[config.mk]
export PLATFORM = sky130hd
export DESIGN_NAME = adcrg_regs
export DESIGN_NICKNAME = d
export VERILOG_FILES = /design/src/adcrg_pkg.sv /design/src/adcrg_serial_byte.sv /design/src/adcrg_regs.sv
export SDC_FILE = /design/constraint.sdc
export NUM_CORES = 1
export LEC_CHECK = 0
export BUFFER_PORTS_ARGS = -buffer_cell sky130_fd_sc_hd__buf_2
export CORE_UTILIZATION = 59
export DETAILED_ROUTE_END_ITERATION = 6
export PLACE_DENSITY = 0.78
export SYNTH_ARGS = -nofsm -noshare
export SYNTH_HDL_FRONTEND = slang
export SYNTH_SLANG_ARGS = --single-unit
[constraint.sdc]
create_clock -name ref_clk -period 1.8 [get_ports ref_clk]
set_clock_uncertainty 0.05 [all_clocks]
set_input_delay 0.36 -clock ref_clk [delete_from_list [all_inputs] [get_ports ref_clk]]
set_output_delay 0.36 -clock ref_clk [all_outputs]
set_load 0.02 [all_outputs]
[src/adcrg_pkg.sv]
// Constants, field layouts and types for the ADC identity, status and input selection bank.
// Assumes one 50 MHz clock domain and a serial command port sampled in that domain.

package adcrg_pkg;

    // ==========================================================================
    // Register addresses
    // ==========================================================================
    localparam logic [4:0] ADDR_DEVICE_IDENTITY = 5'h00;
    localparam logic [4:0] ADDR_DEVICE_STATUS_FLAGS = 5'h01;
    localparam logic [4:0] ADDR_INPUT_SELECTION = 5'h02;

    // ==========================================================================
    // Reset values
    // ==========================================================================
    localparam logic [7:0] DEVICE_STATUS_FLAGS_RESET = 8'h80;
    localparam logic [7:0] INPUT_SELECTION_RESET = 8'h01;

    // ==========================================================================
    // Field positions
    // ==========================================================================
    localparam int MODEL_CODE_LSB = 0;
    localparam int MODEL_CODE_W = 3;
    localparam int IDENTITY_RSVD_LSB = 3;
    localparam int IDENTITY_RSVD_W = 5;
    localparam int POWER_ON_FLAG_POS = 7;
    localparam int NOT_READY_POS = 6;
    localparam int MONITOR_FLAGS_LSB = 0;
    localparam int MONITOR_FLAGS_W = 6;
    localparam int POS_SELECT_LSB = 4;
    localparam int NEG_SELECT_LSB = 0;
    localparam int SELECT_W = 4;
    localparam int REF_ENABLE_W = 2;

    // ==========================================================================
    // Serial command coding
    // ==========================================================================
    localparam int CMD_OPCODE_LSB = 5;
    localparam int CMD_ADDR_W = 5;
    localparam int CMD_COUNT_W = 5;
    localparam logic [2:0] REGISTER_READ_CMD = 3'h1;
    localparam logic [2:0] REGISTER_WRITE_CMD = 3'h2;
    localparam logic [7:0] IDLE_READ_BYTE = 8'h00;

    // ==========================================================================
    // Types
    // ==========================================================================
    // Bit order matches status bits 5 down to 0.
    typedef struct packed {
        logic pos_out_near_top_rail;
        logic pos_out_near_bottom_rail;
        logic neg_out_near_top_rail;
        logic neg_out_near_bottom_rail;
        logic ref_below_third_supply;
        logic ref_missing;
    } adcrg_monitor_t;

    typedef struct packed {
        logic [SELECT_W-1:0] positive_input_select;
        logic [SELECT_W-1:0] negative_input_select;
    } adcrg_input_sel_t;

    typedef enum logic [1:0] {
        ADCRG_CMD = 2'b00,
        ADCRG_COUNT = 2'b01,
        ADCRG_DATA = 2'b11
    } adcrg_state_t;

endpackage

[src/adcrg_serial_byte.sv]
// Byte engine of the serial command port: shifts command and data bytes in and read bytes out.
// Assumes chip select, serial clock and data in are already synchronous to ref_clk, with each
// serial clock level held for at least two ref_clk cycles; serial clock idles low.

`timescale 1ns/10ps
`default_nettype none

module adcrg_serial_byte (
    // Clock and reset
    input wire logic ref_clk,
    input wire logic rst,
    // Serial pins
    input wire logic cs_n,
    input wire logic sclk,
    input wire logic din,
    output logic dout,
    output logic dout_oe,
    // Byte side
    input wire logic [7:0] tx_byte,
    output logic rx_valid,
    output logic [7:0] rx_byte
);

    // ==========================================================================
    // Edge detection
    // ==========================================================================
    logic sclk_q;
    logic [2:0] bit_count;
    logic [6:0] rx_shift;
    logic [6:0] tx_shift;
    logic sclk_rise;
    logic sclk_fall;

    assign sclk_rise = sclk & ~sclk_q & ~cs_n;
    assign sclk_fall = ~sclk & sclk_q & ~cs_n;
    assign dout_oe = ~cs_n;

    always_ff @(posedge ref_clk) begin
        if (rst) begin
            sclk_q <= 1'b0;
        end else begin
            sclk_q <= sclk;
        end
    end

    // ==========================================================================
    // Receive: data in is taken on the falling serial clock edge, MSB first
    // ==========================================================================
    always_ff @(posedge ref_clk) begin
        if (rst || cs_n) begin
            bit_count <= 3'h0;
            rx_shift <= 7'h00;
            rx_valid <= 1'b0;
            rx_byte <= 8'h00;
        end else begin
            rx_valid <= 1'b0;
            if (sclk_fall) begin
                bit_count <= bit_count + 3'h1;
                rx_shift <= {rx_shift[5:0], din};
                if (bit_count == 3'h7) begin
                    rx_valid <= 1'b1;
                    rx_byte <= {rx_shift, din};
                end
            end
        end
    end

    // ==========================================================================
    // Transmit: each bit leaves on the rising edge, the byte is loaded at its first bit
    // ==========================================================================
    always_ff @(posedge ref_clk) begin
        if (rst || cs_n) begin
            tx_shift <= 7'h00;
            dout <= 1'b0;
        end else if (sclk_rise) begin
            if (bit_count == 3'h0) begin
                dout <= tx_byte[7];
                tx_shift <= tx_byte[6:0];
            end else begin
                dout <= tx_shift[6];
                tx_shift <= {tx_shift[5:0], 1'b0};
            end
        end
    end

endmodule

`default_nettype wire

[src/adcrg_regs.sv]
// Identity, status and input selection registers of the ADC, reached by serial commands.
// Assumes the analog monitors deliver raw comparator levels and a one-cycle conversion strobe,
// and that the monitor enables live in registers elsewhere and arrive as plain levels.
//
// Summary of operation
// - Read-only identity register sits at address 00h.
// - Low three identity bits give the model code.
// - Identity bits 7:3 reserved; host ignores them.
// - Status register at 01h, resets to 80h.
// - Power-on flag set by power-on reset, sticky.
// - Only a host write clears the power-on flag.
// - Status bit 6 reads 1 until start-up completes.
// - Bit 5: positive output near top rail.
// - Bit 4: positive output near bottom rail.
// - Bit 3: negative output near top rail.
// - Bit 2: negative output near bottom rail.
// - Bit 1: reference below third of supply.
// - Bit 0: reference missing, below threshold.
// - Rail flags work only with rail monitor enabled.
// - Reference flags follow the two-bit reference enable.
// - Input selection at 02h, resets 01h, two nibbles.
// - Registers reached only by serial read/write commands.
// - Selection code maps to same-index input; rest reserved.

`timescale 1ns/10ps
`default_nettype none

module adcrg_regs #(
    // Arbitrary neutral value; a real part straps its own model code here.
    parameter logic [2:0] MODEL_CODE = 3'h7,
    // Arbitrary neutral value for the reserved identity bits.
    parameter logic [4:0] IDENTITY_RESERVED = 5'h00,
    parameter int NUM_INPUTS = 12
) (
    // Clock and reset
    input wire logic ref_clk,
    input wire logic rst,
    // Serial command port
    input wire logic cs_n,
    input wire logic sclk,
    input wire logic din,
    output logic dout,
    output logic dout_oe,
    // Analog monitors and their enables
    input wire adcrg_pkg::adcrg_monitor_t monitor_raw,
    input wire logic conversion_strobe,
    input wire logic rail_monitor_enable,
    input wire logic [1:0] ref_monitor_enable,
    input wire logic startup_done,
    // Input multiplexer control
    output adcrg_pkg::adcrg_input_sel_t input_sel,
    output logic select_reserved,
    output logic input_selection_written,
    // Status view
    output logic power_on_flag
);

    // ==========================================================================
    // Elaboration checks
    // ==========================================================================
    if (NUM_INPUTS < 1 || NUM_INPUTS > 16) begin : g_bad_num_inputs
        $error("NUM_INPUTS must lie between 1 and 16.");
    end

    // ==========================================================================
    // Helper functions
    // ==========================================================================
    // True when the address belongs to this bank.
    function automatic logic in_bank(input logic [4:0] addr);
        in_bank = (addr == adcrg_pkg::ADDR_DEVICE_IDENTITY) ||
                  (addr == adcrg_pkg::ADDR_DEVICE_STATUS_FLAGS) ||
                  (addr == adcrg_pkg::ADDR_INPUT_SELECTION);
    endfunction

    // True when a selection code names no implemented input.
    function automatic logic code_reserved(input logic [3:0] code);
        code_reserved = ({1'b0, code} >= 5'(NUM_INPUTS));
    endfunction

    // ==========================================================================
    // Byte engine
    // ==========================================================================
    logic rx_valid;
    logic [7:0] rx_byte;
    logic [7:0] tx_byte;

    adcrg_serial_byte u_serial_byte (
        .ref_clk(ref_clk),
        .rst(rst),
        .cs_n(cs_n),
        .sclk(sclk),
        .din(din),
        .dout(dout),
        .dout_oe(dout_oe),
        .tx_byte(tx_byte),
        .rx_valid(rx_valid),
        .rx_byte(rx_byte)
    );

    // ==========================================================================
    // Command sequencer
    // ==========================================================================
    adcrg_pkg::adcrg_state_t state;
    logic is_write;
    logic [4:0] cur_addr;
    logic [4:0] bytes_left;
    logic write_strobe;
    logic [4:0] write_addr;
    logic [7:0] write_data;
    logic [7:0] read_value;
    logic [7:0] next_tx_byte;

    // Access is only by the register read and write commands.
    always_ff @(posedge ref_clk) begin
        if (rst || cs_n) begin
            state <= adcrg_pkg::ADCRG_CMD;
            is_write <= 1'b0;
            cur_addr <= 5'h00;
            bytes_left <= 5'h00;
        end else if (rx_valid) begin
            unique case (state)
                adcrg_pkg::ADCRG_CMD: begin
                    cur_addr <= rx_byte[adcrg_pkg::CMD_ADDR_W-1:0];
                    if (rx_byte[7:adcrg_pkg::CMD_OPCODE_LSB] == adcrg_pkg::REGISTER_READ_CMD) begin
                        is_write <= 1'b0;
                        state <= adcrg_pkg::ADCRG_COUNT;
                    end else if (rx_byte[7:adcrg_pkg::CMD_OPCODE_LSB] == adcrg_pkg::REGISTER_WRITE_CMD) begin
                        is_write <= 1'b1;
                        state <= adcrg_pkg::ADCRG_COUNT;
                    end
                end
                adcrg_pkg::ADCRG_COUNT: begin
                    bytes_left <= rx_byte[adcrg_pkg::CMD_COUNT_W-1:0];
                    state <= adcrg_pkg::ADCRG_DATA;
                end
                adcrg_pkg::ADCRG_DATA: begin
                    cur_addr <= cur_addr + 5'h01;
                    bytes_left <= bytes_left - 5'h01;
                    if (bytes_left == 5'h00) begin
                        state <= adcrg_pkg::ADCRG_CMD;
                    end
                end
            endcase
        end
    end

    // A completed data byte of a write command lands at the current address.
    always_ff @(posedge ref_clk) begin
        if (rst) begin
            write_strobe <= 1'b0;
            write_addr <= 5'h00;
            write_data <= 8'h00;
        end else begin
            write_strobe <= rx_valid && !cs_n && is_write && (state == adcrg_pkg::ADCRG_DATA) && in_bank(cur_addr);
            write_addr <= cur_addr;
            write_data <= rx_byte;
        end
    end

    // ==========================================================================
    // Read byte preparation
    // ==========================================================================
    // The byte for the next read slot is prepared as soon as the previous byte completes.
    always_comb begin
        next_tx_byte = tx_byte;
        if (cs_n) begin
            next_tx_byte = adcrg_pkg::IDLE_READ_BYTE;
        end else if (rx_valid) begin
            next_tx_byte = adcrg_pkg::IDLE_READ_BYTE;
            if (!is_write && state == adcrg_pkg::ADCRG_COUNT) begin
                next_tx_byte = read_value;
            end else if (!is_write && state == adcrg_pkg::ADCRG_DATA && bytes_left != 5'h00) begin
                next_tx_byte = read_mux(cur_addr + 5'h01);
            end
        end
    end

    always_ff @(posedge ref_clk) begin
        if (rst) begin
            tx_byte <= adcrg_pkg::IDLE_READ_BYTE;
        end else begin
            tx_byte <= next_tx_byte;
        end
    end

    assign read_value = read_mux(cur_addr);

    // ==========================================================================
    // Identity register
    // ==========================================================================
    logic [7:0] device_identity;

    // Fixed model code and reserved bits, never writable.
    assign device_identity = {IDENTITY_RESERVED, MODEL_CODE};

    // ==========================================================================
    // Status register
    // ==========================================================================
    logic not_ready;
    adcrg_pkg::adcrg_monitor_t monitor_meta;
    adcrg_pkg::adcrg_monitor_t monitor_sync;
    adcrg_pkg::adcrg_monitor_t monitor_flags;
    logic [7:0] device_status_flags;

    // Reset is the power-on event; only a host write of 0 clears the flag.
    always_ff @(posedge ref_clk) begin
        if (rst) begin
            power_on_flag <= adcrg_pkg::DEVICE_STATUS_FLAGS_RESET[adcrg_pkg::POWER_ON_FLAG_POS];
        end else if (write_strobe && write_addr == adcrg_pkg::ADDR_DEVICE_STATUS_FLAGS) begin
            power_on_flag <= power_on_flag & write_data[adcrg_pkg::POWER_ON_FLAG_POS];
        end
    end

    // Start-up indicator reads 1 until the converter reports start-up done.
    always_ff @(posedge ref_clk) begin
        if (rst) begin
            not_ready <= adcrg_pkg::DEVICE_STATUS_FLAGS_RESET[adcrg_pkg::NOT_READY_POS];
        end else begin
            not_ready <= ~startup_done;
        end
    end

    // Comparator levels come from the analog side and are synchronised first.
    always_ff @(posedge ref_clk) begin
        if (rst) begin
            monitor_meta <= '0;
            monitor_sync <= '0;
        end else begin
            monitor_meta <= monitor_raw;
            monitor_sync <= monitor_meta;
        end
    end

    // Rail flags exist only while the rail monitor is enabled.
    always_ff @(posedge ref_clk) begin
        if (rst || !rail_monitor_enable) begin
            monitor_flags.pos_out_near_top_rail <= 1'b0;
            monitor_flags.pos_out_near_bottom_rail <= 1'b0;
            monitor_flags.neg_out_near_top_rail <= 1'b0;
            monitor_flags.neg_out_near_bottom_rail <= 1'b0;
        end else if (conversion_strobe) begin
            monitor_flags.pos_out_near_top_rail <= monitor_sync.pos_out_near_top_rail;
            monitor_flags.pos_out_near_bottom_rail <= monitor_sync.pos_out_near_bottom_rail;
            monitor_flags.neg_out_near_top_rail <= monitor_sync.neg_out_near_top_rail;
            monitor_flags.neg_out_near_bottom_rail <= monitor_sync.neg_out_near_bottom_rail;
        end
    end

    // Any nonzero reference enable arms the missing check; the upper bit arms the third check.
    always_ff @(posedge ref_clk) begin
        if (rst || !ref_monitor_enable[1]) begin
            monitor_flags.ref_below_third_supply <= 1'b0;
        end else if (conversion_strobe) begin
            monitor_flags.ref_below_third_supply <= monitor_sync.ref_below_third_supply;
        end
    end

    always_ff @(posedge ref_clk) begin
        if (rst || ref_monitor_enable == 2'h0) begin
            monitor_flags.ref_missing <= 1'b0;
        end else if (conversion_strobe) begin
            monitor_flags.ref_missing <= monitor_sync.ref_missing;
        end
    end

    // Assembled status byte, resetting to 80h.
    assign device_status_flags = {power_on_flag, not_ready, monitor_flags};

    // ==========================================================================
    // Input selection register
    // ==========================================================================
    // Both nibbles reset to their documented codes and are written whole.
    always_ff @(posedge ref_clk) begin
        if (rst) begin
            input_sel <= adcrg_pkg::INPUT_SELECTION_RESET;
            input_selection_written <= 1'b0;
        end else begin
            input_selection_written <= 1'b0;
            if (write_strobe && write_addr == adcrg_pkg::ADDR_INPUT_SELECTION) begin
                input_sel <= write_data;
                input_selection_written <= 1'b1;
            end
        end
    end

    // Codes beyond the last implemented input are flagged as reserved.
    always_ff @(posedge ref_clk) begin
        if (rst) begin
            select_reserved <= 1'b0;
        end else begin
            select_reserved <= code_reserved(input_sel.positive_input_select) |
                               code_reserved(input_sel.negative_input_select);
        end
    end

    // ==========================================================================
    // Register read multiplexer
    // ==========================================================================
    function automatic logic [7:0] read_mux(input logic [4:0] addr);
        read_mux = adcrg_pkg::IDLE_READ_BYTE;
        if (addr == adcrg_pkg::ADDR_DEVICE_IDENTITY) begin
            read_mux = device_identity;
        end else if (addr == adcrg_pkg::ADDR_DEVICE_STATUS_FLAGS) begin
            read_mux = device_status_flags;
        end else if (addr == adcrg_pkg::ADDR_INPUT_SELECTION) begin
            read_mux = input_sel;
        end
    endfunction

endmodule

`default_nettype wire

* After elaboration in Yosys (flattened, before gate mapping) *
Cells that the tools add are included.

word-level totals
  register bits after elaboration = 93
  input bits = 16
  output and inout port bits = 13
  logic and storage cells = 124

cells by class
  add/subtract/negate cells = 3
  magnitude comparators = 2
  eq/ne operators = 13
  multiplexer cells = 20
  bitwise operators = 11
  reductions and logical operators = 36

operators by type and width
  kind                 number
  $mux 8               8
  $pmux 5 s2           2
  $eq 5x1->1 const B   3
  $eq 5x2->1 const B   3
  $logic_not 5->1      3
  $logic_and 1x1->1    9
  $ge 4x4->1 const B   2
  $mux 7               1
  $logic_or 1x1->1     6
  $mux 2               3
  $pmux 2 s3           1
  $reduce_and 2->1     3
  $reduce_and 3->1     2
  $reduce_bool 2->1    3
  $add 5x1->5 const B  1
  $and 1x1->1          5
  $mux 1               5
  $not 1->1            5
  $reduce_bool 5->1    1
  $sub 5x1->5 const B  1
  $logic_not 1->1      4
  $logic_not 2->1      2
  $reduce_or 2->1      2
  $add 3x1->3 const B  1
  other kinds (9)      9

* Depth between registers and ports, before layout *
Gate-level depths: netlist of run 1.

  word-level depth = 7
  gate-level depth with buffers = 8
  gate-level depth less buffers = 6

* By module *
Synthesis of run 1 repeated with hierarchy kept, for this count alone.

second synthesis, totals
  cells, all modules = 462
  area, all modules = 4,108.9 um2

by module, submodules not included
  module             instances  cells each  area each (um2)  sequential area each (um2)
  adcrg_regs         1          333         2,912.8          1,301.2
  adcrg_serial_byte  1          129         1,196.1          560.5

* Worst setup path after synthesis of run 1 *
OpenSTA, ideal clock, no wires.

  kind = register -> register
  start point = register cur_addr[0]
  end point = register tx_byte[6]
  setup time = 0.070 ns
  data arrival time = 1.464 ns
  required time = 1.680 ns
  slack = 0.216 ns
  cell stages (with the launch flop) = 8
  path buffers = 1
  clock period less this slack = 1.584 ns
  cells stage by stage = dfxtp_1 > inv_1 > ha_1 > clkbuf_1 > nand3b_1 > a21oi_1 > o211ai_1 > a21oi_1

on the way
  longest elaborated chain between the ends = 7
  elaborated cells on any way between the ends = 15
  classes of those cells = add/sub: 1; eq/ne: 4; mux: 8; reduce/logical: 2

ends and longest elaborated chain
  element                   line               text
  start: declaration        adcrg_regs.sv:105  logic [4:0] cur_addr;
  start signal: assignment  adcrg_regs.sv:123  cur_addr <= rx_byte[adcrg_pkg::CMD_ADDR_W-1:0];
  start signal: assignment  adcrg_regs.sv:137  cur_addr <= cur_addr + 5'h01;
  $add 5x1->5               adcrg_regs.sv:173  next_tx_byte = read_mux(cur_addr + 5'h01);
  $eq 5x2->1                adcrg_regs.sv:305  end else if (addr == adcrg_pkg::ADDR_INPUT_SELECTION) begin
  $mux 8                    adcrg_regs.sv:305
  $mux 8                    adcrg_regs.sv:303  end else if (addr == adcrg_pkg::ADDR_DEVICE_STATUS_FLAGS) begin
  $mux 8                    adcrg_regs.sv:301  if (addr == adcrg_pkg::ADDR_DEVICE_IDENTITY) begin
  $mux 8                    adcrg_regs.sv:172  end else if (!is_write && state == adcrg_pkg::ADCRG_DATA && bytes_left != 5'h00) begin
  $mux 8 *                  adcrg_regs.sv:170  if (!is_write && state == adcrg_pkg::ADCRG_COUNT) begin
  end signal: assignment    adcrg_regs.sv:180  tx_byte <= adcrg_pkg::IDLE_READ_BYTE;
  end signal: assignment    adcrg_regs.sv:182  tx_byte <= next_tx_byte;
  end: declaration          adcrg_regs.sv:85   logic [7:0] tx_byte;

Every way passes the cells marked *; elsewhere a longest branch is shown, timed or not.
A chain may end at the register's enable or synchronous reset.

* Final worst setup path of run 1 *
  start point = register cur_addr[0]
  end point = register tx_byte[5]

Same word-level chain as after synthesis.

==> run summary, run 1 <==
Critical path type: flop to flop
Final min period: 1.65 ns
Register area: 0.00186 sq mm
Synthesis Warnings: 0
I/O pin count: 29
Top FF cell, synth: dfxtp_1
Vias in the first global route: 3,101
Most common cell in the synthesized netlist: dfxtp_1
Cts-stage hold buffer count: 0
Mapped Nets: 491
Core Area: 0.00642 sq mm
Final #Nets: 521
Peak VDD IR: 0.505 mV
Drt total wl: 8310 um
Final hold violation count: 0
Width of the die: 84.1 um
Clk pin slew, worst setup/hold paths: 0.10 ns
CTS tree: yes
Global-route wire length before repair: 14,500 um
Ys async rst share: 0%
DRC Markers: 6
Largest net degree at the start of global routing: 42
Cell area after synthesis: 0.00398 sq mm
Post-DP Area: 0.00424 sq mm
Reg2reg end: tx_byte[5]
Library cells used by synthesis: 45
Rows: 29
Share of the yosys chip area belonging to registers: 46.8%
Clk buf depth: 2
Crit-path max FO: 8
DR vias/cell: 5.67
R2r setup slk: 0.15 ns
Status: complete, but fails checks
Area leader, netlist: dfxtp_1
Htree depth: 3
Multi-input logic area: 0.00197 sq mm
Area growth from synthesis to layout: 12.8%
Unrepaired setup endpoints after global routing: false
Total CTS buffers: 9
Final setup vio count: 0
Antenna cells: 0
Worst-Margin Slew: 0.539 ns
Worst Path Required: 2.05 ns
Total negative setup slack: 0 ns
Launch point of the worst reg-to-reg path: cur_addr[0]
Synthesized area per cell: 8.61 sq um
GRT Total Usage: 26.3%
Area contributors post-synth: dfxtp_1, nand2_1, mux2i_1
Critical path arrival: 1.89 ns
Die ar.: 0.00708 sq mm
Post-route ant nets: 0
Failing checks: design-rule violations
Routability congestion estimate: 0.819
Endpoint of the worst hold path: not_ready
Setup crit start kind: flop
Cells on Worst Hold Path: 2
Global route overflow: 0
Gate Count Post-Synth: 462
Worst Setup End Kind: flop
Hold Path Origin: startup_done
Synth top cells by count: dfxtp_1, nand2_1, a21oi_1, nor2_1, nor2b_1
Post-synthesis register bit count: 93
MaxCap Viol Count: 0
Lkg Pwr: 1.75 nW
CTS root buf: clkbuf_8
Relative slew slack: 63.7%
Clk sink count: 93
First DRT Iteration DRCs: 148
Die Y: 84.1 um
Router iterations before antenna repair: 7
Power per cell area: 857 mW/mm^2
Clock latency on the worst-skew pair: 0.37 ns
Maximum clock rate: 607 MHz
Port Buffer Count: 28
WL per Instance: 14.5 um
Cells on worst reg2reg path: 5
Vias: 3,255
Period utilization: 91.5%
Initial Utilization: 62.0%
Number of enable flip-flop cells after synthesis: 0
Dpl hpwl: 5940 um
Initial antenna violation count: 0
Worst hold-check path type: primary input to flop
Ratio of cells with drive above 1 in the final layout: 14.7%
Slew Viols, Final: 0
Post-synth top area share: 46.8%
Design Area, Final: 0.00449 sq mm
Filler Cells Inserted: 503
[layer usage]
layer,up-vias,share of wire [%],global-route usage [%]
met5,-,0,0
met4,0,2.4,11.8
met3,17,5.2,6.10
met2,97,47,43.2
met1,1500,45,33.1
li1,1641,-,-
[worst max path at each step]
stage	start	to	slack [ns]	depth (start not counted)
global placement	cur_addr[1]	tx_byte[5]	0.19	6
floorplan	cur_addr[0]	tx_byte[6]	0.22	7
finish	cur_addr[0]	tx_byte[5]	0.15	5
CTS	cur_addr[1]	tx_byte[5]	0.04	6
detailed placement	cur_addr[1]	tx_byte[3]	0.1	6
global route	bytes_left[0]	state[0]	0.009	6
[where the power goes]
group | switching [mW] | internal (mW) | leakage, nW
clock network | 0.759 | 0.878 | 0.122
logic | 0.0728 | 0.0501 | 0.870
registers | 0.0103 | 2.08 | 0.754
[cells in the final DEF, fill, tap and decap left out, types with 12 or more instances in the layout]
cell type / n
nor2b_1: 31
inv_1: 12
dfxtp_1: 91
buf_4: 17
ha_1: 12
o21ai_0: 28
nand2_1: 70
mux2i_1: 20
a21oi_1: 39
nor2_1: 39
buf_2: 28
[cells by family after synthesis]
family                   after synthesis  synth area share [%]
flip-flops                            93                  46.8
multiplexers                          20                  5.03
AO/OA/AOI/OAI                        111                  16.3
buffers and inverters                 39                  3.93
AND/OR/NAND/NOR                      184                  23.4
adder cells (fa/ha/maj)               13                  4.09
XOR/XNOR                               2                 0.440
[stage by stage]
| stage | utilization [%] | setup slack, ns | std cells | power, mW | hold WS, ns |
|---|---|---|---|---|---|
| 4_1_cts | 69.7 | 0.0447 | 574 | 3.88 | 0.0846 |
| 2_1_floorplan | - | 0.216 | 462 | 2.22 | 0.364 |
| 5_1_grt | 69.9 | 0.00928 | 574 | 3.98 | 0.0900 |
| 3_3_place_gp | 66.0 | 0.194 | 558 | 2.26 | 0.368 |
| 3_5_place_dp | 66.0 | 0.0978 | 558 | 2.26 | 0.373 |
| 6_report | 69.9 | 0.152 | 574 | 3.85 | 0.0942 |
[flip-flops by register name, indices dropped and copies added, names as in the netlist, 6 cells and up]
signal	flops
u_serial_byte.tx_shift	7
monitor_sync	6
monitor_meta	6
tx_byte	8
u_serial_byte.rx_byte	8
write_data	8
input_sel	8
device_status_flags	6
u_serial_byte.rx_shift	7
[layout make-up]
class | instances | share of cell area (%)
Multi-Input combinational cell | 330 | 43.9
Inverter | 13 | 1.09
Clock inverter | 5 | 1.98
Sequential cell | 93 | 41.5
Tap cell | 77 | 2.15
Timing Repair Buffer | 45 | 5.96
Clock buffer | 11 | 3.37
[worst max-delay path: stages (launching register included)]
cell and delay, ns:
dfxtp_1 0.35, buf_4 0.16, a211o_1 0.27, a21oi_2 0.35
o2111ai_1 0.19, a31oi_1 0.20
[what timing repair did]
| action | in CTS | in global routing |
|---|---|---|
| setup buffers | 0 | 0 |
| gates resized for setup | 0 | 4 |
| setup endpoints to repair | 0 | 9 |
(Power assumes the default switching activity.)
==> run 2, diff against run 1 <==
--- a/config.mk
+++ b/config.mk
@@ -8,7 +8,8 @@
 export BUFFER_PORTS_ARGS = -buffer_cell sky130_fd_sc_hd__buf_2
 export CORE_UTILIZATION = 59
 export DETAILED_ROUTE_END_ITERATION = 6
-export PLACE_DENSITY = 0.78
+export GPL_ROUTABILITY_DRIVEN = 0
+export PLACE_DENSITY = 0.9
 export SYNTH_ARGS = -nofsm -noshare
 export SYNTH_HDL_FRONTEND = slang
 export SYNTH_SLANG_ARGS = --single-unit
==> run summary, run 2 (same netlist as run 1, synthesis figures left out) <==
Final #Nets: 520 (was 521)
Router iterations before antenna repair: 6 (was 7)
Antenna cells: 0 (unchanged)
First DRT Iteration DRCs: 232 (was 148)
P_sw: 855 uW (was 842 uW)
Clk sink count: 93 (unchanged)
DRC Markers: 4 (was 6)
Clk buf depth: 2 (unchanged)
Register area: 0.00186 sq mm (about the same)
Global route overflow: 0 (unchanged)
Most frequent cells in the layout: dfxtp_1, nand2_1, a21oi_1, nor2_1, nor2b_1 (unchanged)
Crit-path max FO: 8 (unchanged)
Drt total wl: 8900 um (was 8310 um)
Maximum clock rate: 588 MHz (was 607 MHz)
DR vias/cell: 5.82 (was 5.67)
Filler Cells Inserted: 490 (was 503)
Clk pin slew, worst setup/hold paths: 0.10 ns (about the same)
Critical path type: flop to flop (unchanged)
WL per Instance: 15.5 um (was 14.5 um)
Slew Viols, Final: 0 (unchanged)
Worst-Margin Slew: 0.451 ns (was 0.539 ns)
I/O pin count: 29 (unchanged)
Crit-path max cell delay: 0.35 ns (about the same)
Core Util, Final: 69.1% (was 69.9%)
Final hold violation count: 0 (unchanged)
Failing checks: design-rule violations (unchanged)
CTS tree: yes (unchanged)
Cts-stage hold buffer count: 0 (unchanged)
Setup crit start kind: flop (unchanged)
Clock power share: 39.2% (was 42.5%)
Die ar.: 0.00708 sq mm (unchanged)
Port Buffer Count: 28 (unchanged)
Power per cell area: 823 mW/mm^2 (was 857 mW/mm^2)
Initial antenna violation count: 0 (unchanged)
Sw Ratio: 23.4% (was 21.9%)
Flop pwr share: 57.3% (was 54.3%)
Width of the die: 84.1 um (unchanged)
Worst hold-check path type: primary input to flop (unchanged)
Post-route ant nets: 0 (unchanged)
Unrepaired setup endpoints after global routing: false (unchanged)
Largest net degree at the start of global routing: 37 (was 42)
Core Area: 0.00642 sq mm (unchanged)
Commonest non-fill, non-tap cell in the layout: dfxtp_1 (unchanged)
MaxCap Viol Count: 0 (unchanged)
R2r setup slk: 0.1 ns (was 0.15 ns)
Worst Path Required: 2.04 ns (was 2.05 ns)
Period utilization: 94.5% (was 91.5%)
Ratio of cells with drive above 1 in the final layout: 13.9% (was 14.7%)
Die Y: 84.1 um (unchanged)
Worst Setup End Kind: flop (unchanged)
Crit-path cells: buf_4 -> a211o_1 -> a21oi_2 -> o2111ai_1 -> a31oi_1 (unchanged)
Dpl hpwl: 6260 um (was 5940 um)
Family with the most delay on the worst path: compound AO/OA/AOI/OAI gates (unchanged)
Final min period: 1.70 ns (was 1.65 ns)
Critical path arrival: 1.94 ns (was 1.89 ns)
Total CTS buffers: 9 (unchanged)
Peak VDD IR: 0.708 mV (was 0.505 mV)
Total negative setup slack: 0 ns (unchanged)
Multi-input logic area: 0.00196 sq mm (was 0.00197 sq mm)
Initial Utilization: 62.0% (unchanged)
Global-route wire length before repair: 15,000 um (was 14,500 um)
GRT Total Usage: 27.0% (was 26.3%)
Relative slew slack: 69.9% (was 63.7%)
Clock latency on the worst-skew pair: 0.37 ns (about the same)
Status: complete, but fails checks (unchanged)
Final setup vio count: 0 (unchanged)
Vias in the first global route: 3,259 (was 3,101)
Htree depth: 3 (unchanged)
WP buf/inv: 1 (unchanged)
CTS root buf: clkbuf_8 (unchanged)
Area growth from synthesis to layout: 11.4% (was 12.8%)
Lkg Pwr: 1.71 nW (was 1.75 nW)
Slowest-stage cell, CP: dfxtp_1 (unchanged)
Logic pwr share: 3.5% (was 3.2%)
Rows: 29 (unchanged)
Int Power: 2.79 mW (was 3.01 mW)
Vias: 3,334 (was 3,255)
## run 2: worst reg2reg max path, cell delays in order (launching register included)
cell and delay [ns]:
dfxtp_1 0.35, buf_4 0.16, a211o_1 0.33, a21oi_2 0.35, o2111ai_1 0.19, a31oi_1 0.20
## run 2: cell type report
cell class	instances	area share (%)
Sequential cell	93	42.0
Multi-Input combinational cell	330	44.3
Timing Repair Buffer	44	5.87
Clock inverter	7	1.81
Inverter	13	1.10
Tap cell	77	2.17
Clock buffer	9	2.79
## run 2: final timing paths
path | start | end | cells after the start
max | cur_addr[1] | tx_byte[5] | 5
min | startup_done | not_ready | 2
max reg2reg | cur_addr[1] | tx_byte[5] | 5
min reg2reg | monitor_meta[1] | monitor_sync[1] | 1
## run 2: routing by layer
layer | global-route usage (%) | part of all wire (%)
met1 | 31.1 | 41
met3 | 7.28 | 5.6
met2 | 46.4 | 50
met5 | 0 | 0
met4 | 13.5 | 3.2
## run 2: repair_timing
item,in CTS,in global routing
resized for setup,1,0
pin swaps,0,1
setup endpoints to repair,1,4
buffers inserted,0,1
## run 2: power groups by stage
stage / Clock (mW) / Sequential, mW / Combinational [mW]
after detailed placement: 0 / 2.14 / 0.125
after global routing: 1.54 / 2.09 / 0.141
final: 1.43 / 2.09 / 0.128
after floorplan: 0 / 2.14 / 0.0808
after CTS: 1.45 / 2.09 / 0.127
after global placement: 0 / 2.14 / 0.120
## run 2: per-stage QoR
stage / cell area (sq um) / std cells / worst slack [ns] / hold WS [ns] / total power [mW]
3_3_place_gp: 4220 / 556 / 0.226 / 0.371 / 2.26
6_report: 4440 / 573 / 0.0996 / 0.0816 / 3.65
4_1_cts: 4430 / 572 / 0.115 / 0.0792 / 3.67
5_1_grt: 4440 / 573 / 0.00351 / 0.0690 / 3.77
3_5_place_dp: 4220 / 556 / 0.0604 / 0.382 / 2.26
2_1_floorplan: 3980 / 462 / 0.216 / 0.364 / 2.22
==> run 3, diff against run 2 <==
--- a/config.mk
+++ b/config.mk
@@ -5,7 +5,9 @@
 export SDC_FILE = /design/constraint.sdc
 export NUM_CORES = 1
 export LEC_CHECK = 0
+export ABC_AREA = 1
 export BUFFER_PORTS_ARGS = -buffer_cell sky130_fd_sc_hd__buf_2
+export CAP_MARGIN = 25
 export CORE_UTILIZATION = 59
 export DETAILED_ROUTE_END_ITERATION = 6
 export GPL_ROUTABILITY_DRIVEN = 0
==> run summary, run 3 <==
Cell area after synthesis: 0.00401 sq mm (was 0.00398 sq mm)
Total negative setup slack: 0 ns (unchanged)
Post-route ant nets: 0 (unchanged)
Post-DP Area: 0.00427 sq mm (was 0.00422 sq mm)
Post-synthesis register bit count: 93 (unchanged)
Worst Path Required: 2.05 ns (was 2.04 ns)
Peak VDD IR: 0.420 mV (was 0.708 mV)
Unrepaired setup endpoints after global routing: true (was false)
Vias in the first global route: 3,496 (was 3,259)
Vias: 3,648 (was 3,334)
Setup crit start kind: flop (unchanged)
Clock latency on the worst-skew pair: 0.36 ns (was 0.37 ns)
Antenna cells: 0 (unchanged)
Hold_ws: 0.0884 ns (was 0.0816 ns)
Area growth from synthesis to layout: 11.1% (was 11.4%)
Most frequent cells in the layout: dfxtp_1, inv_1, nand2_1 (was dfxtp_1, nand2_1, a21oi_1, nor2_1, nor2b_1)
Synthesis Warnings: 0 (unchanged)
Port Buffer Count: 28 (unchanged)
Area leader, netlist: dfxtp_1 (unchanged)
Synth top cells by count: dfxtp_1, inv_1, nand2_1 (was dfxtp_1, nand2_1, a21oi_1, nor2_1, nor2b_1)
Post CTS Setup Buffer Count: 0 (unchanged)
Largest net degree at the start of global routing: 25 (was 37)
Tot Pwr: 3.45 mW (was 3.65 mW)
Width of the die: 84.4 um (was 84.1 um)
Dpl hpwl: 6590 um (was 6260 um)
Critical path arrival: 1.95 ns (was 1.94 ns)
Relative slew slack: 65.3% (was 69.9%)
Htree depth: 3 (unchanged)
Library cells used by synthesis: 31 (was 45)
Status: complete, but fails checks (unchanged)
Router iterations before antenna repair: 7 (was 6)
Failing checks: design-rule violations (unchanged)
Worst-Margin Slew: 0.520 ns (was 0.451 ns)
CTS tree: yes (unchanged)
Design Area, Final: 0.00445 sq mm (was 0.00444 sq mm)
DRC Markers: 2 (was 4)
Post-synth top area share: 46.4% (was 46.8%)
Most common cell in the synthesized netlist: dfxtp_1 (unchanged)
Placed cell count: 634 (was 556)
CTS root buf: clkbuf_8 (unchanged)
DR vias/cell: 5.61 (was 5.82)
Ys async rst share: 0% (unchanged)
Drt total wl: 9080 um (was 8900 um)
Global-route wire length before repair: 15,600 um (was 15,000 um)
Final min period: 1.70 ns (about the same)
Clk pin slew, worst setup/hold paths: 0.09 ns (was 0.10 ns)
Die Y: 84.4 um (was 84.1 um)
Maximum clock rate: 588 MHz (about the same)
Crit-path max FO: 7 (was 8)
Slew Viols, Final: 0 (unchanged)
Die ar.: 0.00713 sq mm (was 0.00708 sq mm)
Worst hold-check path type: primary input to flop (unchanged)
Initial Utilization: 62.1% (was 62.0%)
Rows: 29 (unchanged)
Global route overflow: 0 (unchanged)
Power per cell area: 774 mW/mm^2 (was 823 mW/mm^2)
Clk sink count: 93 (unchanged)
Fin cells: 650 (was 573)
WL per Instance: 14.0 um (was 15.5 um)
Lkg Pwr: 2.01 nW (was 1.71 nW)
I/O pin count: 29 (unchanged)
Gate Count Post-Synth: 531 (was 462)
Commonest non-fill, non-tap cell in the layout: dfxtp_1 (unchanged)
Share of the yosys chip area belonging to registers: 46.4% (was 46.8%)
Final #Nets: 597 (was 520)
Top FF cell, synth: dfxtp_1 (unchanged)
Core Util, Final: 69.0% (was 69.1%)
MaxCap Viol Count: 0 (unchanged)
Critical path type: flop to flop (unchanged)
Dpl ws: 0.0276 ns (was 0.0604 ns)
Ratio of cells with drive above 1 in the final layout: 15.2% (was 13.9%)
Core Area: 0.00646 sq mm (was 0.00642 sq mm)
Final worst slack: 0.0994 ns (was 0.0996 ns)
Period utilization: 94.5% (about the same)
Worst Setup End Kind: flop (unchanged)
Final setup vio count: 0 (unchanged)
Number of enable flip-flop cells after synthesis: 0 (unchanged)
Mapped Nets: 560 (was 491)
Clk buf depth: 2 (unchanged)
Synthesized area per cell: 7.55 sq um (was 8.61 sq um)
Total CTS buffers: 9 (unchanged)
Area contributors post-synth: dfxtp_1, inv_1, nand2_1 (was dfxtp_1, nand2_1, mux2i_1)
GRT Total Usage: 27.9% (was 27.0%)
Initial antenna violation count: 0 (unchanged)
First DRT Iteration DRCs: 278 (was 232)
Final hold violation count: 0 (unchanged)
-- run 3: final timing paths --
kind              depth (start not counted)  slack (ns)             from         endpoint
setup / recovery                         11         0.1      cur_addr[0]       tx_byte[5]
hold / removal                            2        0.09     startup_done        not_ready
setup reg to reg                         11         0.1      cur_addr[0]       tx_byte[5]
hold reg to reg                           2        0.36  monitor_meta[1]  monitor_sync[1]
-- run 3: kinds of logic (layout without fill, tap and decap cells) --
family          after synthesis  after routing  share of synthesized area, %
simple gates                197            197                          21.9
compound gates              123            123                          17.4
buf+inv                     105            147                          10.2
fa+ha+maj                    13             13                          4.06
flops                        93             93                          46.4
-- run 3: critical path: stages, from the launching register on --
cell     delay [ns]
dfxtp_4        0.39
ha_2           0.22
inv_1          0.05
nand2_1        0.08
nand2_1        0.07
nand3_2        0.14
inv_1          0.11
nand2_2        0.11
inv_2          0.05
nor2_4         0.14
nand2_1        0.11
a21oi_1        0.13
-- run 3: layout make-up --
cell class / count / area, sq um
fill: 491 / 2000
sequential: 93 / 1870
multi-input combinational: 333 / 1750
inverter: 91 / 343
timing repair buffer: 40 / 230
clock buffer: 10 / 128
tap: 77 / 96.3
clock inverter: 6 / 38.8
-- run 3: where the power goes --
part	switching, mW	internal [mW]
Sequential	0.0149	2.08
Combinational	0.0939	0.0518
Clock	0.705	0.499
Total	0.814	2.63
-- run 3: per-layer routing --
layer | wire, um | part of all wire, % | up-vias | global-route usage, %
met3 | 539 | 5.9 | 36 | 6.59
li1 | - | - | 1791 | -
met2 | 4490 | 49 | 147 | 48.1
met1 | 3770 | 42 | 1674 | 32.7
met5 | 0 | 0 | - | 0
met4 | 275 | 3.0 | 0 | 14.0
-- run 3: repair_timing --
item / in CTS / in global routing
hold buffers: 0 / 0
endpoints found under the setup margin: 0 / 9
gates resized for setup: 0 / 7
